### config.mk
export PLATFORM = sky130hd
export DESIGN_NAME = lvt_transmitter
export DESIGN_NICKNAME = d
export VERILOG_FILES = /design/src/core/lvt_pkg.sv /design/src/core/lvt_transmitter.sv /design/src/core/lvt_edge_sync.sv
export VERILOG_INCLUDE_DIRS = /design/src /design/src/core
export SDC_FILE = /design/constraint.sdc
export NUM_CORES = 1
export LEC_CHECK = 0
export BUFFER_PORTS_ARGS = -buffer_cell sky130_fd_sc_hd__buf_4
export CORE_UTILIZATION = 50
export DETAILED_ROUTE_END_ITERATION = 10
export PLACE_DENSITY = 0.72
export SLEW_MARGIN = 30
export SYNTH_ARGS = -nofsm -noshare
export SYNTH_HDL_FRONTEND = slang
export SYNTH_HIERARCHICAL = 1
export SYNTH_SLANG_ARGS = --single-unit
### constraint.sdc
create_clock -name core_clk -period 3.9 [get_ports core_clk]
set_input_delay 0.39 -clock core_clk [delete_from_list [all_inputs] [get_ports core_clk]]
set_output_delay 0.39 -clock core_clk [all_outputs]
set_load 0.05 [all_outputs]
### src/core/lvt_params.svh
// constants of the flat panel serial transmitter: offsets, fields, resets
// assumes a 32-bit classic wishbone slave with byte addresses
`ifndef LVT_PARAMS_SVH
`define LVT_PARAMS_SVH

`define LVT_ADR_CTRL 8'h00
`define LVT_ADR_PAIR 8'h04
`define LVT_ADR_TIMING 8'h08
`define LVT_ADR_STATUS 8'h0c

`define LVT_CTRL_EN 0
`define LVT_CTRL_DUAL 1
`define LVT_CTRL_DISZ 2
`define LVT_CTRL_PDNZ 3
`define LVT_CTRL_BLANK 4
`define LVT_CTRL_OVR 5
`define LVT_CTRL_LOCK 6

`define LVT_PAIR_RST 24'h924924
`define LVT_TIMING_RST 32'h0000_0000
`define LVT_PAIRS 8
`define LVT_PAIR_W 3
`define LVT_CLK_PAIR 3
`define LVT_SLOTS 7
`define LVT_LAST_SLOT 3'h6
`define LVT_CLK_PAT 7'h63
`define LVT_COLOUR_MASK 21'h03ffff
`define LVT_COLOUR_BITS 18

`endif

### src/core/lvt_pkg.sv
// types of the flat panel serial transmitter
// assumes lvt_params.svh for all numeric constants
package lvt_pkg;

   // per pair drive states, lowest power first
   typedef enum logic [2:0] {
      lvt_pdn_tri,
      lvt_pdn_zero,
      lvt_common,
      lvt_send0,
      lvt_active
   } lvt_pair_e;

   typedef lvt_pair_e [7:0] lvt_pair_vec_t;

   // one pixel from the display pipe, 6 bits per colour
   typedef struct packed {
      logic [5:0] red;
      logic [5:0] green;
      logic [5:0] blue;
      logic hsync;
      logic vsync;
      logic pixel_valid_timing_bit;
      logic blank_n;
   } lvt_pixel_t;

   typedef struct packed {
      logic s1;
      logic s2;
      logic s3;
      logic level;
      logic rise;
   } lvt_sync_t;

   typedef struct packed {
      logic port_en;
      logic dual;
      logic dis_zero;
      logic pdn_zero;
      logic blank_sel;
      logic ovr_en;
      logic lock;
      logic [23:0] pair_cfg;
      logic [31:0] timing;
      logic [31:0] timing_out;
      logic ack;
      logic [31:0] dat_o;
      logic phase;
      logic prev_valid;
      logic [20:0] hold_a;
      logic [20:0] sh_a;
      logic [20:0] sh_b;
      logic [2:0] slot;
      logic busy;
      logic [7:0] bits;
      logic [7:0] oe;
      lvt_pair_vec_t pstate;
      logic [15:0] frames;
   } lvt_state_t;

endpackage

### src/core/lvt_transmitter.sv
// flat panel serial transmitter: pixel capture, channel split, serializer,
// per pair power states and a wishbone register file
// assumes dot clock from the display pll arrives as an asynchronous pin and
// pixel data stays stable for at least five core clocks after its rise
//
// Function
// [RULE_01] single channel sends 18 colour plus 3 timing bits on three pairs
// [RULE_02] dual channel sends 36 colour plus timing bits on six pairs
// [RULE_03] channels A and B, each three data pairs and one clock pair
// [RULE_04] clock pairs emit 1100011 once per transmit clock cycle
// [RULE_05] each data pair carries seven serial bits per transmit clock period
// [RULE_06] transmit clock from 25 to 112 MHz per channel
// [RULE_07] both channels run at the same frequency, sharing pixel data
// [RULE_08] serial rate is a fixed multiple of dot clock per mode; here slots run at one per core clock, asynchronous to the dot clock
// [RULE_09] display stream taken from the pipe at dot clock rate
// [RULE_10] six bits per colour, 18 bpp, in both modes
// [RULE_11] data pairs carry colour and timing, clock pairs only clock
// [RULE_12] port enable off holds every pair in low power
// [RULE_13] unneeded pairs powered down or forced to zeros as configured
// [RULE_14] power sequencer may override pair power state during sequencing
// [RULE_15] panel timing values lockable against later writes
// [RULE_16] timing outputs stay stable across display mode changes; here switching dual mode clears or restores timing bits 0 and 16
// [RULE_17] display enable slot may carry active low blank instead
// [RULE_18] dual mode: even pixels on A, first valid pixel on A, even timings
// [RULE_19] each pair supports five drive states
// [RULE_20] load rate is dot rate or half of it, synchronous to shifting
// [RULE_21] fixed mapping of 21 bits onto three seven-slot pairs per channel
//
// The register addresses and the Wishbone register port are this design's own decisions.
`include "lvt_params.svh"
`timescale 1ns/1ps
`default_nettype none
module lvt_transmitter #(
   parameter int ADDR_W = 8
) (
   input wire logic core_clk,
   input wire logic reset_n,
   input wire logic wb_cyc_i,
   input wire logic wb_stb_i,
   input wire logic wb_we_i,
   input wire logic [ADDR_W-1:0] wb_adr_i,
   input wire logic [3:0] wb_sel_i,
   input wire logic [31:0] wb_dat_i,
   output logic [31:0] wb_dat_o,
   output logic wb_ack_o,
   input wire logic dot_clk_pin,
   input wire lvt_pkg::lvt_pixel_t pix_in,
   input wire logic seq_busy,
   input wire logic seq_pairs_on,
   output logic [7:0] lvds_bit,
   output logic [7:0] lvds_oe,
   output lvt_pkg::lvt_pair_vec_t lvds_state,
   output logic [31:0] panel_timing
);
   lvt_pkg::lvt_state_t st_r;
   lvt_pkg::lvt_state_t st_nxt;
   logic dot_level;
   logic dot_rise;

   lvt_edge_sync u_dot_sync (
      .clk(core_clk),
      .reset_n(reset_n),
      .pin(dot_clk_pin),
      .level(dot_level),
      .rise(dot_rise)
   );

   // byte lane merge for wishbone writes
   function automatic logic [31:0] merge_sel(input logic [31:0] old_v,
                                             input logic [31:0] new_v,
                                             input logic [3:0] sel);
      logic [31:0] r;
      r = old_v;
      for (int b = 0; b < 4; b++) begin
         if (sel[b]) begin
            r[b*8 +: 8] = new_v[b*8 +: 8];
         end
      end
      return r;
   endfunction

   // 21 parallel bits of one channel; bit pair*7+slot is sent in that slot
   function automatic logic [20:0] chan_word(input lvt_pkg::lvt_pixel_t px,
                                             input logic blank_sel);
      logic ctl;
      ctl = blank_sel ? px.blank_n : px.pixel_valid_timing_bit; // RULE_17
      return {ctl, px.vsync, px.hsync, px.blue[5:2],
              px.blue[1:0], px.green[5:1],
              px.green[0], px.red}; // RULE_21 RULE_10 RULE_01
   endfunction

   // serial bit of pair p (0..3 within a channel) in a given slot
   function automatic logic slot_bit(input logic [20:0] word, input int p,
                                     input logic [2:0] slot, input logic zero_col);
      logic [20:0] w;
      logic [6:0] pat;
      w = zero_col ? (word & ~`LVT_COLOUR_MASK) : word;
      pat = `LVT_CLK_PAT;
      if (p == `LVT_CLK_PAIR) begin
         return pat[`LVT_LAST_SLOT - slot]; // RULE_04 RULE_11
      end
      return w[p*`LVT_SLOTS + int'(slot)]; // RULE_05
   endfunction

   function automatic logic [31:0] ctrl_word(input lvt_pkg::lvt_state_t s);
      logic [31:0] c;
      c = '0;
      c[`LVT_CTRL_EN] = s.port_en;
      c[`LVT_CTRL_DUAL] = s.dual;
      c[`LVT_CTRL_DISZ] = s.dis_zero;
      c[`LVT_CTRL_PDNZ] = s.pdn_zero;
      c[`LVT_CTRL_BLANK] = s.blank_sel;
      c[`LVT_CTRL_OVR] = s.ovr_en;
      c[`LVT_CTRL_LOCK] = s.lock;
      return c;
   endfunction

   always_comb begin
      logic req;
      logic [31:0] wv;
      logic [31:0] rv;
      logic load;
      logic [20:0] word_now;
      logic [20:0] load_a;
      logic [20:0] load_b;
      logic first;
      logic needed;
      lvt_pkg::lvt_pair_e low_pwr;
      lvt_pkg::lvt_pair_e dis_state;
      lvt_pkg::lvt_pair_e ps;
      logic [20:0] w;
      req = 1'b0;
      wv = '0;
      rv = '0;
      load = 1'b0;
      word_now = '0;
      load_a = '0;
      load_b = '0;
      first = 1'b0;
      needed = 1'b0;
      low_pwr = lvt_pkg::lvt_pdn_tri;
      dis_state = lvt_pkg::lvt_pdn_tri;
      ps = lvt_pkg::lvt_pdn_tri;
      w = '0;
      st_nxt = st_r;

      // wishbone slave: ack one cycle after the request, then low a cycle
      req = wb_cyc_i & wb_stb_i & ~st_r.ack;
      st_nxt.ack = req;
      if (req && wb_we_i) begin
         if (wb_adr_i == `LVT_ADR_CTRL) begin
            wv = merge_sel(ctrl_word(st_r), wb_dat_i, wb_sel_i);
            st_nxt.port_en = wv[`LVT_CTRL_EN];
            st_nxt.dual = wv[`LVT_CTRL_DUAL];
            st_nxt.dis_zero = wv[`LVT_CTRL_DISZ];
            st_nxt.pdn_zero = wv[`LVT_CTRL_PDNZ];
            st_nxt.blank_sel = wv[`LVT_CTRL_BLANK];
            st_nxt.ovr_en = wv[`LVT_CTRL_OVR];
            st_nxt.lock = st_r.lock | wv[`LVT_CTRL_LOCK]; // RULE_15
         end else if (wb_adr_i == `LVT_ADR_PAIR) begin
            wv = merge_sel({8'h00, st_r.pair_cfg}, wb_dat_i, wb_sel_i);
            st_nxt.pair_cfg = wv[23:0];
         end else if (wb_adr_i == `LVT_ADR_TIMING) begin
            if (!st_r.lock) begin
               st_nxt.timing = merge_sel(st_r.timing, wb_dat_i, wb_sel_i); // RULE_15
            end
         end
      end
      if (req && !wb_we_i) begin
         if (wb_adr_i == `LVT_ADR_CTRL) begin
            rv = ctrl_word(st_r);
         end else if (wb_adr_i == `LVT_ADR_PAIR) begin
            rv = {8'h00, st_r.pair_cfg};
         end else if (wb_adr_i == `LVT_ADR_TIMING) begin
            rv = st_r.timing;
         end else if (wb_adr_i == `LVT_ADR_STATUS) begin
            rv = {st_r.frames, 12'h000, st_r.busy, st_r.phase, dot_level, st_r.lock};
         end else begin
            rv = '0;
         end
         st_nxt.dat_o = rv;
      end

      // timing output copies the timing register; dual forces even values
      st_nxt.timing_out = st_r.dual ? {st_r.timing[31:17], 1'b0,
                                       st_r.timing[15:1], 1'b0}
                                    : st_r.timing; // RULE_16 RULE_18

      // pixel capture at each dot clock rise
      if (dot_rise) begin // RULE_09
         word_now = chan_word(pix_in, st_r.blank_sel);
         first = pix_in.pixel_valid_timing_bit & ~st_r.prev_valid;
         st_nxt.prev_valid = pix_in.pixel_valid_timing_bit;
         if (!st_r.dual) begin
            load = 1'b1; // RULE_20 RULE_01
            load_a = word_now;
            st_nxt.phase = 1'b0;
         end else if (first || !st_r.phase) begin
            st_nxt.hold_a = word_now; // RULE_18
            st_nxt.phase = 1'b1;
         end else begin
            load = 1'b1; // RULE_20 RULE_02 RULE_07
            load_a = st_r.hold_a;
            load_b = word_now;
            st_nxt.phase = 1'b0;
         end
      end

      // serializer: one slot per core clock, a frame starts at slot 0
      if (st_r.busy) begin
         st_nxt.slot = st_r.slot + 3'h1;
         if (st_r.slot == `LVT_LAST_SLOT) begin
            st_nxt.busy = 1'b0;
         end
      end
      if (load) begin
         st_nxt.sh_a = load_a; // RULE_08 RULE_06
         st_nxt.sh_b = load_b;
         st_nxt.slot = '0;
         st_nxt.busy = 1'b1;
         st_nxt.frames = st_r.frames + 16'h0001;
      end

      // per pair drive state and serial bit
      low_pwr = st_r.pdn_zero ? lvt_pkg::lvt_pdn_zero : lvt_pkg::lvt_pdn_tri;
      dis_state = st_r.dis_zero ? lvt_pkg::lvt_pdn_zero : lvt_pkg::lvt_pdn_tri;
      for (int i = 0; i < `LVT_PAIRS; i++) begin
         needed = (i <= `LVT_CLK_PAIR) | st_r.dual; // RULE_03
         if (!st_r.port_en) begin
            ps = low_pwr; // RULE_12
         end else if (st_r.ovr_en && seq_busy) begin
            ps = seq_pairs_on ? (needed ? lvt_pkg::lvt_active : dis_state)
                              : low_pwr; // RULE_14
         end else if (!needed) begin
            ps = dis_state; // RULE_13
         end else if (st_r.pair_cfg[i*`LVT_PAIR_W +: `LVT_PAIR_W] >
                      3'(lvt_pkg::lvt_active)) begin
            ps = lvt_pkg::lvt_active;
         end else begin
            ps = lvt_pkg::lvt_pair_e'(st_r.pair_cfg[i*`LVT_PAIR_W +: `LVT_PAIR_W]); // RULE_19
         end
         st_nxt.pstate[i] = ps;
         st_nxt.oe[i] = (ps != lvt_pkg::lvt_pdn_tri);
         w = (i <= `LVT_CLK_PAIR) ? st_r.sh_a : st_r.sh_b;
         if (st_r.busy && (ps == lvt_pkg::lvt_active || ps == lvt_pkg::lvt_send0)) begin
            st_nxt.bits[i] = slot_bit(w, i % 4, st_r.slot,
                                      ps == lvt_pkg::lvt_send0); // RULE_19 RULE_11
         end else begin
            st_nxt.bits[i] = 1'b0;
         end
      end
   end

   always_ff @(posedge core_clk or negedge reset_n) begin
      if (!reset_n) begin
         st_r <= '0;
         st_r.pair_cfg <= `LVT_PAIR_RST;
         st_r.timing <= `LVT_TIMING_RST;
         st_r.timing_out <= `LVT_TIMING_RST;
      end else begin
         st_r <= st_nxt;
      end
   end

   assign wb_dat_o = st_r.dat_o;
   assign wb_ack_o = st_r.ack;
   assign lvds_bit = st_r.bits;
   assign lvds_oe = st_r.oe;
   assign lvds_state = st_r.pstate;
   assign panel_timing = st_r.timing_out;
endmodule
`default_nettype wire

### src/core/lvt_edge_sync.sv
// three stage synchroniser with agreement filter and rising edge pulse
// assumes pin is asynchronous to clk
`timescale 1ns/1ps
`default_nettype none
module lvt_edge_sync (
   input wire logic clk,
   input wire logic reset_n,
   input wire logic pin,
   output logic level,
   output logic rise
);
   lvt_pkg::lvt_sync_t st_r;
   lvt_pkg::lvt_sync_t st_nxt;

   always_comb begin
      st_nxt = st_r;
      st_nxt.s1 = pin;
      st_nxt.s2 = st_r.s1;
      st_nxt.s3 = st_r.s2;
      // change counts once stages two and three agree
      if (st_r.s2 == st_r.s3) begin
         st_nxt.level = st_r.s3;
      end
      st_nxt.rise = st_nxt.level & ~st_r.level;
   end

   always_ff @(posedge clk or negedge reset_n) begin
      if (!reset_n) begin
         st_r <= '0;
      end else begin
         st_r <= st_nxt;
      end
   end

   assign level = st_r.level;
   assign rise = st_r.rise;
endmodule
`default_nettype wire

# [Word-level counts from Yosys, hierarchy flattened]
# Memory sizes are Yosys's and may differ from the RTL's.
# Cells that the tools add are included.
[totals] reg_bits=258 romBits=8 out_inout_bits=105 wordCells=235 mem_count=1
[memory_table] name="(no name shown)" words=8 width=1 rd=1 rd_ports_with_merged_regs=0 wr=0 line_no="lvt_transmitter.sv:100" rtl="return pat[`LVT_LAST_SLOT - slot];"
[classes] addsub=6 order_cmp=13 eq_ne=22 n_mux=100 bitwise=11 n_reduce_logical=42
[ops] operator="two-way mux 32 bit" count=4
[ops] operator="two-way mux 21 bit" count=6
[ops] operator="two-way mux 18 bit" count=6
[ops] operator="two-way mux 3 bit" count=31
[ops] operator="two-way mux 1 bit" count=37
[ops] operator="binary-select mux 1 bit (select 5 bit)" count=6
[ops] operator="== test 3 bit (second input constant)" count=9
[ops] operator="== test 3 x 2 -> 1 bit (second input constant)" count=8
[ops] operator="> comparator 3 bit (second input constant)" count=8
[ops] operator="AND reduction 6 bit" count=4
[ops] operator="nonzero test 3 bit" count=8
[ops] operator="two-way mux 7 bit" count=3
[ops] operator="two-way mux 17 bit" count=1
[ops] operator="adder 16 x 1 -> 16 bit (second input constant)" count=1
[ops] operator="== test 8 x 4 -> 1 bit (second input constant)" count=2
[ops] operator="two-way mux 8 bit" count=2
[ops] operator="AND reduction 4 bit" count=3
[ops] operator="logical AND 1 bit" count=11
[ops] operator="logical OR 1 bit" count=9
[ops] operator="== test 8 x 3 -> 1 bit (second input constant)" count=1
[ops] operator="logical NOT 8 bit" count=1
[ops] operator="two-way mux 4 bit" count=2
[ops] operator="adder 5 x 3 -> 6 bit (first input constant)" count=1
[ops] operator="binary-select mux 1 bit (select 3 bit)" count=2
[ops] operator="other kinds (18)" count=28

# [Longest topological paths before layout]
[depth] ltp_word=12 depth_mapped=9

# [By module]
# Netlist, hierarchy kept.
[modules_own_cells] mod="lvt_transmitter" instances=1 cells_per_inst=928 area_per_inst_um2=11379.7 seq_area_each_um2=6341.1
[modules_own_cells] mod="lvt_edge_sync" instances=1 cells_per_inst=7 area_per_inst_um2=146.4 seq_area_each_um2=125.1

# [Worst setup path after synthesis]
# Ideal clock, no wire load.
[synth_timing] kind="flip-flop to flip-flop" startpoint="reg st_r[58] in the netlist's numbering" endpoint="reg st_r, in the netlist lvds_bit[5]" setup_time_ps=121 arrival_time_ps=2578 setup_slack_ps=1201 path_stages_with_launch=10 synth_period_minus_slack_ps=2699 cell_sequence="dfrtp_1 buf_2 inv_1 ha_1 clkbuf_1 mux4_2 nor2b_1 a211oi_1 a21oi_1 and4bb_2"
[synth_rtl] item="from (decl)" line_no="lvt_transmitter.sv:55" rtl="lvt_pkg::lvt_state_t st_r;"
[synth_rtl] item="from (signal assigned)" line_no="lvt_transmitter.sv:261" rtl="st_r <= st_nxt;"

==> metrics.md <==
| Metric | Value |
|---|---|
| Die W | `154 um` |
| Sink Count | `258` |
| P_leak | `6.55 nW` |
| Overall Global Routing Usage | `0.216` |
| Seq cells post-synth | `258` |
| Htree depth | `1` |
| Final GP Congestion | `0.840` |
| TritonCTS clock tree | `built` |
| Switching Fraction | `0.259` |
| Startpoint Class | `flop` |
| Setup TNS | `0 ns` |
| Antenna violations before repair | `0` |
| Adder-cell share of the synthesized area | `0.00858` |
| Max Slew Vio Count | `0` |
| Crit Path Category | `reg2reg` |
| NetSw | `1.66 mW` |
| Main flop type after synthesis | `dfrtp_1` |
| Final Hold Fails | `0` |
| EDFF count, synth | `0` |
| Detail-routed via count per cell | `5.44` |
| Multiplexer share of the synthesized area | `0.165` |
| Die Span Y | `154 um` |
| HPWL Detailed | `18200 um` |
| Die area | `0.0237 sq mm` |
| Period utilization | `0.673` |
| Initial DRC count | `421` |
| Reg2reg setup slack | `1.27 ns` |
| # nets final | `1095` |
| Total wire length | `25100 um` |
| Minimum clock period | `2.63 ns` |
| CTS Buffer Depth | `3` |
| Netlist cell types | `62` |
| Crit-path slowest cell | `ha_1` |
| Final ANT Viol Nets | `0` |
| CTS Root Cell | `clkbuf_16` |
| Critical Path End Type | `flop` |
| Synth area leader | `dfrtp_1` |
| Dominant cells by area after synthesis | `dfrtp_1 54%, mux2_2 8.4%, buf_4 6.8%` |
| Final clock skew | `0.0146 ns` |
| Initial Util | `0.509` |
| Clk pwr share | `0.390` |
| Complex-gate fraction of the synthesized area | `0.0809` |
| Largest stage delay, worst path | `0.56 ns` |
| Largest family of logic cells by synthesized area | `multiplexers` |
| Area of the mapped netlist | `0.0115 sq mm` |
| WP data arrival | `3.03 ns` |
| Top post-synthesis cells by count | `250 x dfrtp_1, 105 x buf_4, 96 x nand2_1` |
| Core footprint | `0.0226 sq mm` |
| Crit path cell chain | `buf_4, inv_1, ha_1, mux4_2, nor2b_1, a211oi_1, a21oi_1, and4bb_2` |
| Fmax | `0.381 GHz` |
| First-pass iteration count of the detailed router | `4` |
| Via count | `7165` |
| Pin count of the biggest net entering global routing | `111` |
| Slew Limit Headroom | `0.446` |
| RSZ-0062 raised after global routing | `no` |
| Worst-path fanout max | `15` |
| # IOs | `179` |
| Cells after Synth | `935` |
| Syn. warnings | `6` |
| Area growth, synth to finish | `15.3%` |
| Sequential share of the synthesized area | `0.561` |
| Int Power | `4.74 mW` |
| Post-Synth Simple-Gate Area | `0.0825` |
| Mean area per synthesized cell | `12.3 sq um` |
| VDD IR max | `319 uV` |
| # Max-Cap Violations | `0` |
| Filler cell count | `1865` |
| Setup Buffers After CTS | `0` |
| Average routed wire per standard cell | `19.1 um` |
| Hold Path Class | `in2reg` |
| Num CTS Buffers | `27` |
| Worst Tran Pin Value | `0.831 ns` |
| Diode count | `0` |
| Status | `complete, no violations` |
| Clk_lat worst skew | `0.52 ns` |
| Final routed DRC violation total | `0` |
| Net count after synthesis | `1016` |
| Comb pwr share | `0.155` |
| Power density cells | `482 mW/mm^2` |
| First-pass GRT wire length | `40200 um` |
| Count leader, synth | `dfrtp_1` |
| Vias in the first global route | `7227` |
| Layout cells sized above 1 | `0.353` |
| Worst EP required | `4.31 ns` |
| Total power | `6.40 mW` |
| Asr flop ratio synth | `1.00` |
| I/O Buffers | `178` |
| Row count | `55` |
| Sequential share of power | `0.455` |
| Share of the synthesized area in the top cell type | `0.543` |
| Xor and xnor area share after synthesis | `0.0144` |
| GRT overflow | `0` |
| Setup violators final | `0` |
| Clock transition at path regs | `0.06 ns` |
## layer usage
metal | up-vias | share of wire | track usage
met1 | 3617 | 0.44 | 0.296
li1 | 3333 | - | -
met3 | 34 | 0.051 | 0.0352
met2 | 181 | 0.49 | 0.363
met4 | 0 | 0.016 | 0.0510
met5 | - | 0 | 0
## logic make-up after synthesis
logic type | after synthesis
multiplexers | 150
buffers and inverters | 159
AND/OR/NAND/NOR | 198
adder cells (fa/ha/maj) | 8
flip-flops | 258
AO/OA/AOI/OAI | 143
XOR/XNOR | 19
## timing repair
| item | CTS | global route |
|---|---|---|
| hold buffers | 2 | 0 |
| endpoints found under the hold margin | 96 | 0 |
| gates resized for setup | 0 | 0 |
## registers in the layout, indices dropped and copies added, names as in the netlist
signal / cells
st_r: 148
panel_timing: 32
wb_dat_o: 32
lvds_state: 24
lvds_bit: 8
lvds_oe: 8
u_dot_sync/st_nxt: 2
u_dot_sync/level: 1
u_dot_sync/rise: 1
u_dot_sync/st_r: 1
wb_ack_o: 1
## cell type report
class | instances | area, sq um | share of cell area
clock inverters | 10 | 106 | 0.00801
multi-input cells | 518 | 4060 | 0.305
repair buffers | 193 | 1470 | 0.111
clock buffers | 37 | 763 | 0.0575
well taps | 285 | 357 | 0.0268
inverters | 16 | 60.1 | 0.00452
flip-flops and latches | 258 | 6470 | 0.487
## metrics by stage
step,util,instances,worst slack [ns],cell area (sq um),hold WS [ns]
floorplan,-,935,1.20,11500,0.0944
global placement,0.547,1268,1.32,12400,0.336
detailed placement,0.547,1268,1.27,12400,0.335
CTS,0.587,1317,1.27,13300,0.0832
global route,0.587,1317,1.07,13300,0.0953
finish,0.587,1317,1.27,13300,0.105
## cells in the final DEF, fill, tap and decap left out, drive strengths merged, types with 12 or more instances in the layout
cell type  Yosys  routed
a21oi         22      22
a22o          25      25
a22oi         17      17
buf          119     191
clkbuf        24      37
dfrtp        250     250
inv           15      16
mux2          93      93
mux2i         37      37
mux4          20      20
nand2         96      96
nand3         12      12
nor2          35      35
o21ai         54      54
## final timing paths
| kind | endpoint | from | depth (start not counted) |
|---|---|---|---|
| max in group asynchronous | st_r[82] | reset_n | 3 |
| worst max-delay path | lvds_bit[5] | st_r[58] | 8 |
| worst max register to register | lvds_bit[5] | st_r[58] | 8 |
| min in group asynchronous | wb_dat_o[3] | reset_n | 2 |
| worst min register to register | u_dot_sync/st_nxt[2] | u_dot_sync/st_nxt[3] | 0 |
| worst min-delay path | st_r[76] | pix_in[8] | 2 |
## worst max-delay path, delay by kind of cell (launching register included)
kind,cells,cell delay (ns)
DFF,1,0.32
buffers and inverters,2,0.41
and+or+nand+nor,2,0.38
AOI/OAI and AO/OA,2,0.31
adders and majority gates,1,0.56
muxes,1,0.55
## power by group through the flow
stage,clock (mW),sequential (mW),combinational [mW]
floorplan,0,2.90,0.725
global placement,0,2.95,0.967
detailed placement,0,2.95,0.990
CTS,2.55,2.91,0.996
global route,2.67,2.92,1.09
finish,2.50,2.91,0.989
(Power assumes the default switching activity.)
